--- config.mk ---
export PLATFORM = sky130hd
export DESIGN_NAME = sscm_top
export DESIGN_NICKNAME = d
export VERILOG_FILES = /design/src/hdl/sscm_pkg.sv /design/src/hdl/sscm_top.sv
export VERILOG_INCLUDE_DIRS = /design/src /design/src/hdl
export SDC_FILE = /design/constraint.sdc
export NUM_CORES = 1
export LEC_CHECK = 0
export BUFFER_PORTS_ARGS = -buffer_cell sky130_fd_sc_hd__buf_4
export CELL_PAD_IN_SITES_DETAIL_PLACEMENT = 0
export CELL_PAD_IN_SITES_GLOBAL_PLACEMENT = 1
export CORE_MARGIN = 2
export CORE_UTILIZATION = 34
export DETAILED_ROUTE_END_ITERATION = 6
export MAX_ROUTING_LAYER = met4
export PLACE_DENSITY_LB_ADDON = 0.2
export SLEW_MARGIN = 20
export SYNTH_ARGS = -nofsm -noshare
export SYNTH_HDL_FRONTEND = slang
export SYNTH_SLANG_ARGS = --single-unit
--- constraint.sdc ---
create_clock -name clock -period 1.7 [get_ports clock]
set_clock_uncertainty 0.1 [all_clocks]
set_input_delay 0.34 -clock clock [delete_from_list [all_inputs] [get_ports clock]]
set_output_delay 0.34 -clock clock [all_outputs]
set_load 0.02 [all_outputs]
--- src/hdl/sscm_consts.svh ---
`ifndef SSCM_CONSTS_SVH
`define SSCM_CONSTS_SVH
// Register byte offsets.
`define SSCM_OFS_CMD 5'h00
`define SSCM_OFS_RESULT 5'h04
`define SSCM_OFS_COMP 5'h08
`define SSCM_OFS_FAIL 5'h0c
`define SSCM_OFS_STATE 5'h10
`define SSCM_OFS_PAYLOAD 5'h14
`define SSCM_OFS_CAMMODE 5'h18
`define SSCM_OFS_MODESEL 5'h1c
// Command register fields.
`define SSCM_BELL_BIT 15
// Post-configuration mode values.
`define SSCM_MODE_AUTO 8'h02
`define SSCM_MODE_HOST 8'h03
`define SSCM_MODE_CHANGE 8'h04
// System states.
`define SSCM_ST_RESET 8'h00
`define SSCM_ST_CFG_DONE 8'h05
`define SSCM_ST_IDLE 8'h20
`define SSCM_ST_RECONF 8'h28
`define SSCM_ST_STREAM 8'h31
// Result status values.
`define SSCM_RES_OK 16'h0000
`define SSCM_RES_REJECT 16'h000c
// Rejecting component identifiers.
`define SSCM_CID_NONE 16'h0000
`define SSCM_CID_DEV 16'h0002
`define SSCM_CID_CAM 16'h0005
`define SSCM_CID_SENS 16'h0007
`define SSCM_CID_TX 16'h000c
`define SSCM_CID_STE 16'h000f
`define SSCM_CID_RX 16'h0010
// Component failure codes.
`define SSCM_F_DEV_ZONE 16'h0001
`define SSCM_F_CAM_SWIN 16'h0001
`define SSCM_F_CAM_CROP 16'h0002
`define SSCM_F_CAM_SYNC_EXIT 16'h000e
`define SSCM_F_CAM_SYNC_ENTRY 16'h000f
`define SSCM_F_CAM_RATE 16'h0018
`define SSCM_F_CAM_SMALL 16'h0019
`define SSCM_F_SENS_DISC 16'h0001
`define SSCM_F_SENS_LOCK 16'h0008
`define SSCM_F_TX_BIG 16'h000a
`define SSCM_F_TX_ODD 16'h000c
`define SSCM_F_STE_INVAL 16'h0003
`define SSCM_F_STE_CORRUPT 16'h0004
// Largest packet payload in 16-bit words.
`define SSCM_PAYLOAD_MAX 16'd734
`endif

--- src/hdl/sscm_pkg.sv ---
package sscm_pkg;
  // Kinds of record delivered from non-volatile memory.
  typedef enum logic [1:0] {
    SSCM_REC_VAR,
    SSCM_REC_CMD,
    SSCM_REC_END,
    SSCM_REC_OTHER
  } sscm_rec_t;
  // Camera operating modes.
  typedef enum logic [1:0] {
    SSCM_CAM_NORMAL,
    SSCM_CAM_SYNC,
    SSCM_CAM_OTHER,
    SSCM_CAM_SPARE
  } sscm_cam_t;
  // Device phases.
  typedef enum logic {
    SSCM_PH_CONFIG,
    SSCM_PH_RUN
  } sscm_phase_t;
endpackage : sscm_pkg

--- src/hdl/sscm_top.sv ---
// Notes on behaviour
// - Reset enters the configuration phase first.
// - Init records are handled one at a time.
// - Mode 2 loads default settings, then streams.
// - Mode 3 goes to idle state 0x20.
// - Mode 4 applies configuration, then streams.
// - Mode is evaluated only after all tables.
// - Unset mode goes to state 5.
// - Mode variable is read-only after configuration.
// - Run-time phase follows configuration immediately.
// - Each command reports status, component, code.
// - Component identifiers use the fixed codes.
// - Device manager rejects needed-zone power off.
// - Camera rejects bad sensor or crop windows.
// - Synchronized mode only from or to normal.
// - Compressed video needs constant rate, size.
// - Sensor manager reports discovery and lock failure.
// - Payload above 734 or odd is rejected.
// - Transform cache invalid or corrupt reported.
`include "sscm_consts.svh"
module sscm_top #(
  parameter int MODE_VAR_ID = 16'h0001
) (
  input wire logic clock,
  input wire logic reset_n,
  input wire logic [4:0] avs_address,
  input wire logic avs_read,
  input wire logic avs_write,
  input wire logic [31:0] avs_writedata,
  input wire logic [3:0] avs_byteenable,
  output logic [31:0] avs_readdata,
  output logic avs_waitrequest,
  input wire logic rec_valid,
  output logic rec_ready,
  input wire sscm_pkg::sscm_rec_t rec_kind,
  input wire logic [15:0] rec_id,
  input wire logic [15:0] rec_data,
  input wire logic zone_needs_power,
  input wire logic sensor_window_bad,
  input wire logic crop_window_bad,
  input wire logic compressed_out,
  input wire logic frame_rate_varies,
  input wire logic image_too_small,
  input wire logic discovery_failed,
  input wire logic bus_lock_failed,
  input wire logic cache_invalid,
  input wire logic cache_corrupt,
  output logic run_phase,
  output logic [7:0] system_state,
  output logic load_defaults,
  output logic apply_config
);
  import sscm_pkg::*;

  sscm_phase_t phase_reg;
  logic [7:0] state_reg;
  logic [7:0] mode_reg;
  logic mode_set_reg;
  logic [15:0] result_reg;
  logic [15:0] comp_reg;
  logic [15:0] fail_reg;
  logic [15:0] payload_reg;
  sscm_cam_t cam_cur_reg;
  sscm_cam_t cam_req_reg;
  logic bell_reg;
  logic [7:0] target_reg;
  logic eval_reg;
  logic ack_reg;
  logic [31:0] rdata_reg;
  logic load_reg;
  logic apply_reg;

  logic access;
  logic wr_en;
  logic cfg_end;
  logic seq_cmd;
  logic host_go;
  logic [15:0] chk_comp;
  logic [15:0] chk_fail;

  // One wait cycle per access lets read data come from a flip-flop.
  assign access = avs_read | avs_write;
  assign avs_waitrequest = access & ~ack_reg;
  // Writes land at the edge where waitrequest is seen low.
  assign wr_en = avs_write & ack_reg & avs_byteenable[0];
  assign avs_readdata = rdata_reg;

  always_ff @(posedge clock or negedge reset_n) begin
    if (!reset_n) begin
      ack_reg <= 1'b0;
    end else begin
      ack_reg <= access & ~ack_reg;
    end
  end

  // Read mux; unmapped offsets read as zero.
  always_ff @(posedge clock or negedge reset_n) begin
    if (!reset_n) begin
      rdata_reg <= 32'h0000_0000;
    end else if (avs_read && !ack_reg) begin
      unique case (avs_address)
        `SSCM_OFS_CMD:
          rdata_reg <= {16'h0000, bell_reg, 7'h00, target_reg};
        `SSCM_OFS_RESULT: rdata_reg <= {16'h0000, result_reg};
        `SSCM_OFS_COMP: rdata_reg <= {16'h0000, comp_reg};
        `SSCM_OFS_FAIL: rdata_reg <= {16'h0000, fail_reg};
        `SSCM_OFS_STATE:
          rdata_reg <= {23'h000000, phase_reg, state_reg};
        `SSCM_OFS_PAYLOAD: rdata_reg <= {16'h0000, payload_reg};
        `SSCM_OFS_CAMMODE:
          rdata_reg <= {28'h0000000, cam_cur_reg, cam_req_reg};
        `SSCM_OFS_MODESEL:
          rdata_reg <= {23'h000000, mode_set_reg, mode_reg};
        default: rdata_reg <= 32'h0000_0000;
      endcase
    end
  end

  // Records are taken one per cycle and acted on only while configuring or for
  // command sequences at run time; rec_ready stays high, so none is held.
  assign rec_ready = 1'b1;
  assign cfg_end = rec_valid && rec_kind == SSCM_REC_END
    && phase_reg == SSCM_PH_CONFIG;
  // A state change from a stored sequence is honoured only for
  // reconfiguration; other targets are dropped rather than executed.
  assign seq_cmd = rec_valid && rec_kind == SSCM_REC_CMD
    && phase_reg == SSCM_PH_RUN
    && rec_data[7:0] == `SSCM_ST_RECONF && !eval_reg;
  assign host_go = bell_reg && !eval_reg
    && phase_reg == SSCM_PH_RUN;

  // Phase starts in configuration and flips once, with no gap.
  always_ff @(posedge clock or negedge reset_n) begin
    if (!reset_n) begin
      phase_reg <= SSCM_PH_CONFIG;
    end else if (cfg_end) begin
      phase_reg <= SSCM_PH_RUN;
    end
  end

  // Mode variable is written only by records during configuration;
  // command records in that phase are ignored.
  always_ff @(posedge clock or negedge reset_n) begin
    if (!reset_n) begin
      mode_reg <= 8'h00;
      mode_set_reg <= 1'b0;
    end else if (rec_valid && rec_kind == SSCM_REC_VAR
        && rec_id == MODE_VAR_ID[15:0]
        && phase_reg == SSCM_PH_CONFIG) begin
      mode_reg <= rec_data[7:0];
      mode_set_reg <= 1'b1;
    end
  end

  // Camera configuration values, writable by software.
  always_ff @(posedge clock or negedge reset_n) begin
    if (!reset_n) begin
      payload_reg <= 16'h0000;
      cam_req_reg <= SSCM_CAM_NORMAL;
    end else if (wr_en) begin
      if (avs_address == `SSCM_OFS_PAYLOAD && avs_byteenable[1]) begin
        payload_reg <= avs_writedata[15:0];
      end
      if (avs_address == `SSCM_OFS_CAMMODE) begin
        cam_req_reg <= sscm_cam_t'(avs_writedata[1:0]);
      end
    end
  end

  // Doorbell: software sets it, the device clears it when done.
  // A new ring is only taken while the bell is low, and then wins over a clear in the same cycle.
  always_ff @(posedge clock or negedge reset_n) begin
    if (!reset_n) begin
      bell_reg <= 1'b0;
      target_reg <= 8'h00;
    end else if (wr_en && avs_address == `SSCM_OFS_CMD
        && avs_byteenable[1] && avs_writedata[`SSCM_BELL_BIT]
        && !bell_reg) begin
      bell_reg <= 1'b1;
      target_reg <= avs_writedata[7:0];
    end else if (seq_cmd && !bell_reg) begin
      target_reg <= `SSCM_ST_RECONF;
    end else if (eval_reg) begin
      bell_reg <= 1'b0;
    end
  end

  // Checks in fixed priority; first failing component is reported.
  always_comb begin
    chk_comp = `SSCM_CID_NONE;
    chk_fail = 16'h0000;
    if (zone_needs_power) begin
      chk_comp = `SSCM_CID_DEV;
      chk_fail = `SSCM_F_DEV_ZONE;
    end else if (sensor_window_bad) begin
      chk_comp = `SSCM_CID_CAM;
      chk_fail = `SSCM_F_CAM_SWIN;
    end else if (crop_window_bad) begin
      chk_comp = `SSCM_CID_CAM;
      chk_fail = `SSCM_F_CAM_CROP;
    end else if (cam_cur_reg == SSCM_CAM_SYNC
        && cam_req_reg != SSCM_CAM_SYNC
        && cam_req_reg != SSCM_CAM_NORMAL) begin
      chk_comp = `SSCM_CID_CAM;
      chk_fail = `SSCM_F_CAM_SYNC_EXIT;
    end else if (cam_req_reg == SSCM_CAM_SYNC
        && cam_cur_reg != SSCM_CAM_SYNC
        && cam_cur_reg != SSCM_CAM_NORMAL) begin
      chk_comp = `SSCM_CID_CAM;
      chk_fail = `SSCM_F_CAM_SYNC_ENTRY;
    end else if (compressed_out && frame_rate_varies) begin
      chk_comp = `SSCM_CID_CAM;
      chk_fail = `SSCM_F_CAM_RATE;
    end else if (compressed_out && image_too_small) begin
      chk_comp = `SSCM_CID_CAM;
      chk_fail = `SSCM_F_CAM_SMALL;
    end else if (discovery_failed) begin
      chk_comp = `SSCM_CID_SENS;
      chk_fail = `SSCM_F_SENS_DISC;
    end else if (bus_lock_failed) begin
      chk_comp = `SSCM_CID_SENS;
      chk_fail = `SSCM_F_SENS_LOCK;
    end else if (payload_reg > `SSCM_PAYLOAD_MAX) begin
      chk_comp = `SSCM_CID_TX;
      chk_fail = `SSCM_F_TX_BIG;
    end else if (payload_reg[0]) begin
      chk_comp = `SSCM_CID_TX;
      chk_fail = `SSCM_F_TX_ODD;
    end else if (cache_invalid) begin
      chk_comp = `SSCM_CID_STE;
      chk_fail = `SSCM_F_STE_INVAL;
    end else if (cache_corrupt) begin
      chk_comp = `SSCM_CID_STE;
      chk_fail = `SSCM_F_STE_CORRUPT;
    end
  end

  // Evaluation flag marks the single cycle in which results land.
  always_ff @(posedge clock or negedge reset_n) begin
    if (!reset_n) begin
      eval_reg <= 1'b0;
    end else begin
      eval_reg <= host_go || (seq_cmd && !bell_reg);
    end
  end

  // Result registers update one cycle before the doorbell drops.
  always_ff @(posedge clock or negedge reset_n) begin
    if (!reset_n) begin
      result_reg <= `SSCM_RES_OK;
      comp_reg <= `SSCM_CID_NONE;
      fail_reg <= 16'h0000;
    end else if (host_go || (seq_cmd && !bell_reg)) begin
      comp_reg <= chk_comp;
      fail_reg <= chk_fail;
      result_reg <= (chk_comp == `SSCM_CID_NONE) ?
        `SSCM_RES_OK : `SSCM_RES_REJECT;
    end
  end

  // System state: set once at the end of configuration from the mode
  // variable, then by accepted state-change commands.
  always_ff @(posedge clock or negedge reset_n) begin
    if (!reset_n) begin
      state_reg <= `SSCM_ST_RESET;
      cam_cur_reg <= SSCM_CAM_NORMAL;
    end else if (cfg_end) begin
      if (mode_set_reg && mode_reg == `SSCM_MODE_AUTO) begin
        state_reg <= `SSCM_ST_STREAM;
      end else if (mode_set_reg && mode_reg == `SSCM_MODE_HOST) begin
        state_reg <= `SSCM_ST_IDLE;
      end else if (mode_set_reg && mode_reg == `SSCM_MODE_CHANGE) begin
        state_reg <= `SSCM_ST_STREAM;
      end else begin
        state_reg <= `SSCM_ST_CFG_DONE;
      end
    end else if (eval_reg && comp_reg == `SSCM_CID_NONE) begin
      // Reconfiguration completes straight into streaming.
      state_reg <= (target_reg == `SSCM_ST_RECONF) ?
        `SSCM_ST_STREAM : target_reg;
      cam_cur_reg <= cam_req_reg;
    end
  end

  // One-cycle pulses that drive the rest of the chip.
  always_ff @(posedge clock or negedge reset_n) begin
    if (!reset_n) begin
      load_reg <= 1'b0;
      apply_reg <= 1'b0;
    end else begin
      load_reg <= cfg_end && mode_set_reg
        && mode_reg == `SSCM_MODE_AUTO;
      apply_reg <= (cfg_end && mode_set_reg
        && mode_reg == `SSCM_MODE_CHANGE)
        || (eval_reg && comp_reg == `SSCM_CID_NONE
        && target_reg == `SSCM_ST_RECONF);
    end
  end

  assign run_phase = (phase_reg == SSCM_PH_RUN);
  assign system_state = state_reg;
  assign load_defaults = load_reg;
  assign apply_config = apply_reg;
endmodule : sscm_top
==> results of run 1 <==
layout make-up:
class	count	area (um2)
Fill cell	993	5210
Tap cell	140	175
Timing Repair Buffer	167	1280
Clock inverter	7	123
Clock buffer	9	225
Inverter	9	36.3
Multi-Input combinational cell	264	2000
Sequential cell	77	1930
metrics by stage:
step | worst slack [ns] | setup TNS [ns] | power (mW)
after floorplan | -0.205 | -3.23 | 2.43
after global placement | -0.323 | -10.57 | 2.91
after detailed placement | -0.441 | -11.94 | 2.92
after CTS | -0.118 | -0.539 | 5.21
after global routing | -0.172 | -2.55 | 5.38
final | -0.114 | -0.806 | 5.19
logic make-up after synthesis:
| family | Yosys count | synth area share [%] |
|---|---|---|
| other | 2 | 0.194 |
| DFF | 77 | 49.8 |
| AOI/OAI and AO/OA | 83 | 15.4 |
| muxes | 34 | 9.70 |
| and+or+nand+nor | 130 | 19.1 |
| buffers and inverters | 39 | 5.82 |
final timing paths:
| path | start | to | slack (ns) | cells past startpoint |
|---|---|---|---|---|
| min in group asynchronous | reset_n | mode_set_reg | 0.35 | 2 |
| worst min-delay path | avs_writedata[12] | payload_reg[12] | 0.13 | 2 |
| worst max-delay path | bell_reg | fail_reg[3] | -0.11 | 5 |
| max in group asynchronous | reset_n | cam_req_reg[1] | 0.69 | 3 |
| worst min register to register | ack_reg | ack_reg | 0.37 | 1 |
| worst max register to register | bell_reg | fail_reg[3] | -0.11 | 5 |
placed cells by master, fill, tap and decap left out, types with 2 or more instances in the layout:
cell type,n
a211oi_2,2
a21o_1,2
a21oi_1,11
a21oi_2,2
a22o_1,18
a22oi_1,12
a32oi_1,6
a41oi_1,2
and2_1,5
and2_4,3
and4_1,2
buf_12,2
buf_4,163
bufinv_16,3
clkbuf_16,9
clkinvlp_4,2
conb_1,17
dfrtp_1,76
inv_1,8
mux2_2,10
mux2_4,18
mux2i_1,6
nand2_1,37
nand2b_1,7
nand3_1,5
nand3b_1,4
nand4_1,5
nor2_1,19
nor2b_1,2
nor3_1,7
nor3_4,2
nor4_1,3
nor4_2,5
nor4_4,2
nor4b_1,4
o21ai_0,13
o21ai_2,2
power groups by stage:
stage	Sequential, mW	Combinational [mW]	Clock (mW)
2_1_floorplan	2.12	0.313	0
3_3_place_gp	2.08	0.822	0
3_5_place_dp	2.09	0.832	0
4_1_cts	2.06	0.875	2.27
5_1_grt	2.07	0.956	2.35
6_report	2.06	0.886	2.25
cell usage after synthesis, types with 2 or more instances:
library cell / number / share of area (%)
nor3_1: 9 / 1.2
o41ai_1: 2 / 0.45
conb_1: 2 / 0.19
a22o_1: 18 / 4.1
buf_2: 3 / 0.39
and4_1: 2 / 0.45
and2_1: 8 / 1.3
a211oi_1: 3 / 0.58
inv_1: 9 / 0.87
nor4_1: 6 / 0.97
nor4_4: 2 / 1.1
o22ai_1: 2 / 0.32
nor2_1: 21 / 2.0
nand3_1: 5 / 0.65
a22oi_1: 12 / 2.3
nand2_1: 39 / 3.8
nor4_2: 2 / 0.65
nand4_1: 5 / 0.81
nand3b_1: 4 / 0.78
buf_4: 18 / 3.5
nor2b_1: 2 / 0.32
a32oi_1: 6 / 1.4
nor3b_1: 2 / 0.39
clkbuf_1: 7 / 0.68
or3_1: 2 / 0.32
dfrtp_1: 77 / 50
a21o_1: 2 / 0.39
nor4b_1: 5 / 1.1
a41oi_1: 2 / 0.45
mux2_2: 28 / 8.2
a21oi_1: 13 / 1.7
mux2i_1: 6 / 1.6
o21ai_0: 15 / 1.9
nand2b_1: 8 / 1.3
worst reg2reg max path, stage by stage, from the launching register on:
cell and delay, ns:
dfrtp_1 0.41, and4bb_2 0.30, nand4_1 0.17, and2_4 0.21, or4_4 0.43, o21ai_2 0.13
repair_timing:
item | in CTS | in global routing
cloned | 0 | 0
setup buffers | 3 | 1
resized for setup | 24 | 23
hold endpoints to repair | 20 | 0
endpoints found under the setup margin | 28 | 21
pin swaps | 10 | 7
hold buffers | 1 | 0
routing by layer:
layer | share of wire, % | global-route usage, %
met1 | 46 | 27.9
met2 | 46 | 30.0
met3 | 7.3 | 5.03
met4 | 0.79 | 5.50
met5 | 0 | -
==> impl_results.md, run 1 <==
- Max H-tree Level: 3
- Nature of the critical path endpoint: flop
- RSZ-0062 raised after global routing: true
- Crit path kind: reg2reg
- Starting Density: 35.2%
- Hpwl dp: 9.35 mm
- First-pass GRT wire length: 19.0 mm
- Largest net degree at the start of global routing: 30
- Ant diodes: 0
- Clock sink count: 77
- CTS tree: done
- Count of final max-slew check failures: 0
- Synth Area per Inst: 10.6 um2
- Max Freq: 551 MHz
- Sw frac: 26.2%
- Pre-antenna DRT Iters: 4
- Wirelength, routed: 11.9 mm
- Antenna violations before repair: 0
- CP max stage delay: 0.43 ns
- Finished Cell Area: 0.00577 mm2
- Layout cell share with drive strength beyond 1: 46.5%
- Final setup vio count: 14
- Placed insts: 653
- Final Non-Filler Cells: 673
- Post-synth top flop: dfrtp_1
- Die Area: 0.0122 mm2
- Slowest cell on crit path: or4_4
- ANT nets after route: 0
- CTS buffer count: 9
- Critical path arrival: 1.98 ns
- Hold Violations, Final: 0
- Count of cell types in the netlist: 52
- PnR worst setup slack: -0.114 ns
- Cell Area, Synth: 0.00387 mm2
- Failing checks: setup timing
- Clock tree buffer depth: 2
- Worst Path Max Fanout: 2
- PwrDens: 900 mW/mm2
- Post-route DRC violation count: 0
- Seq cells post-synth: 77
- Leak pwr: 2.82 nW
- Vias per inst: 5.14
- Slew HR: 48.0%
- DR vias: 3459
- Vias in the first global route: 3545
- IO buf count: 91
- Final net count: 618
- Synthesized instance count: 365
- Die Span X: 111 um
- Cell Rows: 38
- WL/cell: 17.8 um
- Post-synth EDFFs: 0
- Die H: 111 um
- Post-layout util: 52.5%
- Cell-by-cell trace of the critical path: and4bb_2 > nand4_1 > and2_4 > or4_4 > o21ai_2
- Pint: 3.83 mW
- Share of power burned in registers: 39.7%
- Worst-path clk slew: 0.06 ns
- RePlAce Congestion: 0.922
- Area grow syn2layout: 49.1%
- Minimum clock period: 1.81 ns
- Syn. warnings: 0
- Grt ovf: 0
- Worst skew pair latency: 0.34 ns
- Core area: 0.0110 mm2
- Gate power share: 17.1%
- Final Cycle Share: 107%
- Psw: 1.36 mW
- Seq/Total Area, Yosys: 49.8%
- Synth async-reset ratio: 100%
- Critical Path RT: 1.87 ns
- VDD IR max: 0.000558 V
- Power share of the clock group: 43.3%
- Buf/Inv on CP: 0
- Critical path launch point type: flop
- Worst hold slack: 0.131 ns
- Hold Crit Class: in2reg
- Iter 0 DRT Violations: 289
- Post-DP Area: 0.00521 mm2
- Max-cap violation count: 0
- IO Pins: 135
- Total track usage: 20.3%
- Worst-Margin Slew: 0.774 ns
- Status: finished with violations
- CTS root buffer: clkbuf_16
- Crit-path leading delay family: simple AND/OR/NAND/NOR gates
Note: power is estimated with default switching activity, not from simulation.
==> run 2: changes to the inputs <==
--- a/config.mk
+++ b/config.mk
@@ -14,6 +14,7 @@
 export DETAILED_ROUTE_END_ITERATION = 6
 export MAX_ROUTING_LAYER = met4
 export PLACE_DENSITY_LB_ADDON = 0.2
+export SKIP_CTS_REPAIR_TIMING = 1
 export SLEW_MARGIN = 20
 export SYNTH_ARGS = -nofsm -noshare
 export SYNTH_HDL_FRONTEND = slang
==> run 2 against run 1 <==
The flow still finishes with violations (setup timing). Cell count is 0.30% lower. Clock power hardly changed. Critical path depth is the same. Flip-flop and latch count is the same. Count of clock-buffer cells in the layout unchanged. Maximum frequency down 0.89%. Utilization increased by 0.24 points. Largest power group unchanged. Register-to-register slack got worse by 0.02 ns. Highest routed layer unchanged. Via count rose by 0.98%. Cell area up 0.46%.
==> impl_results.md, run 2 (same netlist as run 1, synthesis figures left out) <==
- Status: finished with violations
- Failing checks: setup timing
- Worst hold slack: 0.129 ns (-0.00181 ns)
- PwrDens: 897 mW/mm2 (-0.31%)
- Hold Crit Class: in2reg
- IO Pins: 135 (unchanged)
- Post-DP Area: 0.00521 mm2 (unchanged)
- FF/Latch Area: 0.00193 mm2 (unchanged)
- Hpwl dp: 9.35 mm (unchanged)
- Worst-Margin Slew: 0.740 ns (-0.0344 ns)
- Iter 0 DRT Violations: 272 (-5.9%)
- Grt ovf: 0 (unchanged)
- Ant diodes: 0 (unchanged)
- Sw frac: 26.1% (about the same)
- Die H: 111 um (unchanged)
- Power share of the clock group: 43.0% (-0.3 points)
- Hold wc startpoint: avs_writedata[12]
- Final setup vio count: 14 (unchanged)
- Post-route DRC violation count: 0 (unchanged)
- Post-layout util: 52.8% (+0.24 points)
- Slew HR: 50.3% (+2.3 points)
- VDD IR max: 0.000558 V (about the same)
- Total track usage: 20.1% (-0.16 points)
- Worst-path clk slew: 0.06 ns (about the same)
- Nature of the critical path endpoint: flop
- Wirelength, routed: 12.0 mm (+0.78%)
- Starting Density: 35.2% (unchanged)
- Critical path arrival: 2.00 ns (+0.02 ns)
- Layout cell share with drive strength beyond 1: 46.3% (-0.20 points)
- Pre-antenna DRT Iters: 5 (+1)
- RePlAce Congestion: 0.922 (unchanged)
- WL/cell: 17.9 um (+1.1%)
- Die Area: 0.0122 mm2 (unchanged)
- CTS root buffer: clkbuf_16
- First-pass GRT wire length: 18.9 mm (-0.87%)
- Gate power share: 17.3% (+0.2 points)
- PnR worst setup slack: -0.131 ns (-0.0163 ns)
- Final Cycle Share: 108% (+0.96 points)
- CTS buffer count: 9 (unchanged)
- Core area: 0.0110 mm2 (unchanged)
- Clock tree buffer depth: 2 (unchanged)
- Placed insts: 653 (unchanged)
- RSZ-0062 raised after global routing: true
- Max-cap violation count: 0 (unchanged)
- Critical path launch point type: flop
- Antenna violations before repair: 0 (unchanged)
- Leak pwr: 2.83 nW (+0.20%)
- Crit path kind: reg2reg
- FF-to-FF setup slack: -0.13 ns (-0.02 ns)
- Reg-to-reg startpoint: eval_reg
- IO buf count: 91 (unchanged)
- Vias in the first global route: 3480 (-1.8%)
- Worst hold stages: 2 (unchanged)
- Max Freq: 546 MHz (-0.89%)
- Critical Path RT: 1.87 ns (about the same)
- Minimum clock period: 1.83 ns (+0.0163 ns)
- Hold Violations, Final: 0 (unchanged)
- Fill count: 1002 (+0.91%)
- Clock sink count: 77 (unchanged)
- Multi-input gate area: 0.00203 mm2 (+1.5%)
- Pint: 3.84 mW (+0.16%)
- Reg2reg end: fail_reg[3]
- Psw: 1.36 mW (about the same)
- Hold Path End: payload_reg[12]
- Max H-tree Level: 3 (unchanged)
- Commonest non-fill, non-tap cell in the layout: buf_4
- Worst Path Max Fanout: 2 (unchanged)
- Largest net degree at the start of global routing: 30 (unchanged)
- Count of final max-slew check failures: 0 (unchanged)
- Cell Rows: 38 (unchanged)
- Commonest non-fill, non-tap cells in the layout: buf_4 (159), dfrtp_1 (76), nand2_1 (36)
- CTS tree: done
- Vias per inst: 5.21 (+1.3%)
- Reg2reg path depth: 5 (unchanged)
- Final net count: 616 (-0.32%)
- Die Span X: 111 um (unchanged)
- DR vias: 3493 (+0.98%)
- Finished Cell Area: 0.00580 mm2 (+0.46%)
- Worst skew pair latency: 0.34 ns (about the same)
- Final Non-Filler Cells: 671 (-0.30%)
- Share of power burned in registers: 39.7% (about the same)
- Area grow syn2layout: 49.8%
- ANT nets after route: 0 (unchanged)
==> run 2: stage by stage <==
step / power, mW / setup WS, ns / TNS [ns]
floorplan: 2.43 / -0.205 / -3.23
global placement: 2.91 / -0.323 / -10.57
detailed placement: 2.92 / -0.441 / -11.94
CTS: 5.16 / -0.249 / -2.63
global route: 5.40 / -0.180 / -1.70
finish: 5.20 / -0.131 / -0.565
==> run 2: cell type report <==
type	instances	area share, %
Timing Repair Buffer	165	22.1
Clock buffer	9	3.89
Clock inverter	7	2.12
Sequential cell	77	33.3
Multi-Input combinational cell	264	35.0
Inverter	9	0.626
Tap cell	140	3.02
==> run 2: routing by layer <==
metal	up-vias	GRT usage [%]	share of wire (%)
li1	1641	-	-
met1	1703	27.9	47
met2	133	29.7	45
met3	16	5.08	6.6
met4	0	4.92	1.3
met5	-	-	0
==> run 2: how the worst max path moves through the flow <==
stage                            from          end  slack, ns  cells past startpoint
after floorplan             rec_id[3]  mode_reg[0]      -0.20                      3
after global placement    rec_data[4]  fail_reg[2]      -0.32                      7
after detailed placement  rec_data[4]  fail_reg[3]      -0.44                      7
after CTS                    eval_reg  fail_reg[3]      -0.25                      5
after global routing         eval_reg  fail_reg[2]      -0.18                      5
final                        eval_reg  fail_reg[3]      -0.13                      5
==> run 2: power groups by stage <==
stage	clock network, mW	registers (mW)	logic (mW)
4_1_cts	2.27	2.06	0.835
3_5_place_dp	0	2.09	0.832
3_3_place_gp	0	2.08	0.822
6_report	2.24	2.06	0.897
2_1_floorplan	0	2.12	0.313
5_1_grt	2.36	2.08	0.966
==> run 2: critical path, stage by stage, from the launching register on <==
cell and delay (ns):
dfrtp_1 0.41, and4bb_2 0.31, nand4_1 0.17, and2_4 0.22, or4_4 0.43, o21ai_2 0.13
==> run 3: changes to the inputs <==
--- a/config.mk
+++ b/config.mk
@@ -9,7 +9,7 @@
 export BUFFER_PORTS_ARGS = -buffer_cell sky130_fd_sc_hd__buf_4
 export CELL_PAD_IN_SITES_DETAIL_PLACEMENT = 0
 export CELL_PAD_IN_SITES_GLOBAL_PLACEMENT = 1
-export CORE_MARGIN = 2
+export CORE_MARGIN = 5
 export CORE_UTILIZATION = 34
 export DETAILED_ROUTE_END_ITERATION = 6
 export MAX_ROUTING_LAYER = met4
==> run 3 against run 2 <==
The run still ends with setup timing left. First-iteration DRC count fell by 22%. Highest routed layer unchanged. Sequential share of layout area rose by 0.050 points. Largest power group is now registers. Non-clock buffer count rose by 15. Critical endpoint is now fail_reg[2].
==> impl_results.md, run 3 (same netlist as run 1, synthesis figures left out) <==
- Pint: 3.39 mW (-12%)
- Crit path kind: reg2reg
- Top Metal Used: met4
- Layout cell share with drive strength beyond 1: 47.4% (+1.1 points)
- Nature of the critical path endpoint: flop
- Wirelength, routed: 12.3 mm (+2.3%)
- Core area: 0.0113 mm2 (+2.6%)
- IO Pins: 135 (unchanged)
- Post-route DRC violation count: 0 (unchanged)
- CTS buffer count: 9 (unchanged)
- Ant diodes: 0 (unchanged)
- Final setup vio count: 19 (+5)
- CP max stage delay: 0.43 ns (about the same)
- Max Freq: 538 MHz (-1.5%)
- WL/cell: 17.9 um (-0.11%)
- Minimum clock period: 1.86 ns (+0.0269 ns)
- First-pass GRT wire length: 18.8 mm (-0.51%)
- Final Cycle Share: 109% (+1.6 points)
- RSZ-0062 raised after global routing: true
- Iter 0 DRT Violations: 211 (-22%)
- Largest net degree at the start of global routing: 78 (+160%)
- Slowest cell on crit path: or4_4
- Clock sink count: 77 (unchanged)
- WL met1: 5.76 mm (+2.5%)
- Hold Violations, Final: 0 (unchanged)
- Vias in the first global route: 3528 (+1.4%)
- Metal2 WL: 5.80 mm (+6.1%)
- Psw: 1.30 mW (-4.6%)
- Pre-antenna DRT Iters: 4 (-1)
- Clock tree buffer depth: 2 (unchanged)
- Commonest non-fill, non-tap cell in the layout: buf_4
- Critical path arrival: 2.02 ns (+0.02 ns)
- Share of power burned in registers: 44.1% (+4.4 points)
- Failing checks: setup timing
- PnR worst setup slack: -0.158 ns (-0.0269 ns)
- Final Non-Filler Cells: 687 (+2.4%)
- ANT nets after route: 0 (unchanged)
- IO buf count: 91 (unchanged)
- Commonest non-fill, non-tap cells in the layout: buf_4 (175), dfrtp_1 (76), nand2_1 (36)
- Antenna violations before repair: 0 (unchanged)
- Hpwl dp: 9.49 mm (+1.5%)
- WL met3: 634 um (-20%)
- Post-DP Area: 0.00528 mm2 (+1.3%)
- Critical path launch point type: flop
- Cell Rows: 39 (+2.6%)
- Crit-path leading delay family: simple AND/OR/NAND/NOR gates
- Grt ovf: 0 (unchanged)
- VDD IR max: 0.000478 V (-14%)
- PwrDens: 810 mW/mm2 (-9.7%)
- Placed insts: 666 (+2.0%)
- Count of final max-slew check failures: 0 (unchanged)
- Post-layout util: 51.3% (-1.4 points)
- RePlAce Congestion: 0.868 (-5.9%)
- Multi-input gate area: 0.00201 mm2 (-0.86%)
- Worst-path clk slew: 0.06 ns (about the same)
- Power share of the clock group: 36.1% (-6.9 points)
- Hold Crit Class: in2reg
- Worst Path Max Fanout: 2 (unchanged)
- Die Span X: 117 um (+5.4%)
- DR vias: 3500 (+0.20%)
- CTS root buffer: clkbuf_16
- Critical Path RT: 1.86 ns (about the same)
- Die H: 117 um (+5.4%)
- CTS tree: done
- Status: finished with violations
- FF/Latch Area: 0.00193 mm2 (unchanged)
- Buf/Inv on CP: 0 (unchanged)
- Gate power share: 19.7% (+2.4 points)
- Worst skew pair latency: 0.33 ns (about the same)
- FF-to-FF setup slack: -0.16 ns (-0.03 ns)
- Fill count: 1054 (+5.2%)
- Finished Cell Area: 0.00579 mm2 (-0.15%)
- Max H-tree Level: 3 (unchanged)
- Area grow syn2layout: 49.6%
- Cell-by-cell trace of the critical path: and4bb_2 > nand4_1 > and2_4 > or4_4 > o21ai_2
- Die Area: 0.0136 mm2 (+11%)
- Final net count: 631 (+2.4%)
- Total track usage: 18.8% (-1.3 points)
- Sw frac: 27.6% (+1.5 points)
- Vias per inst: 5.09 (-2.1%)
- Max-cap violation count: 0 (unchanged)
- Leak pwr: 2.86 nW (+1.3%)
- Starting Density: 34.3% (-0.90 points)
==> run 3: power by group through the flow <==
| stage | clock, mW | combinational, mW | sequential (mW) |
|---|---|---|---|
| 2_1_floorplan | 0 | 0.313 | 2.12 |
| 3_3_place_gp | 0 | 0.858 | 2.09 |
| 3_5_place_dp | 0 | 0.869 | 2.09 |
| 4_1_cts | 1.75 | 0.872 | 2.05 |
| 5_1_grt | 1.83 | 1.01 | 2.08 |
| 6_report | 1.69 | 0.925 | 2.07 |
==> run 3: cell type report <==
cell class	count	area share, %
tap	143	3.09
multi-input combinational	264	34.7
inverter	9	0.627
sequential	77	33.3
clock buffer	10	3.96
clock inverter	4	0.476
timing repair buffer	180	23.8
==> run 3: final timing paths <==
check / cells after the start / to / startpoint
max: 5 / fail_reg[2] / eval_reg
min: 2 / payload_reg[13] / avs_writedata[13]
max reg2reg: 5 / fail_reg[2] / eval_reg
min reg2reg: 2 / avs_readdata[9] / avs_readdata[9]
max in group asynchronous: 3 / run_phase / reset_n
min in group asynchronous: 3 / avs_readdata[6] / reset_n
==> run 3: metal layers <==
layer | global-route usage (%) | up-vias
met5 | - | -
li1 | - | 1677
met2 | 28.0 | 82
met3 | 3.94 | 12
met1 | 26.3 | 1729
met4 | 4.82 | 0
==> run 3: stage by stage <==
stage	power [mW]	worst slack [ns]	hold WS, ns	setup TNS [ns]
4_1_cts	4.68	-0.226	-0.0655	-3.21
2_1_floorplan	2.43	-0.205	-0.0556	-3.23
5_1_grt	4.92	-0.179	0.126	-2.74
3_5_place_dp	2.95	-0.425	0.298	-12.40
6_report	4.69	-0.158	0.136	-1.56
3_3_place_gp	2.94	-0.374	0.296	-11.82
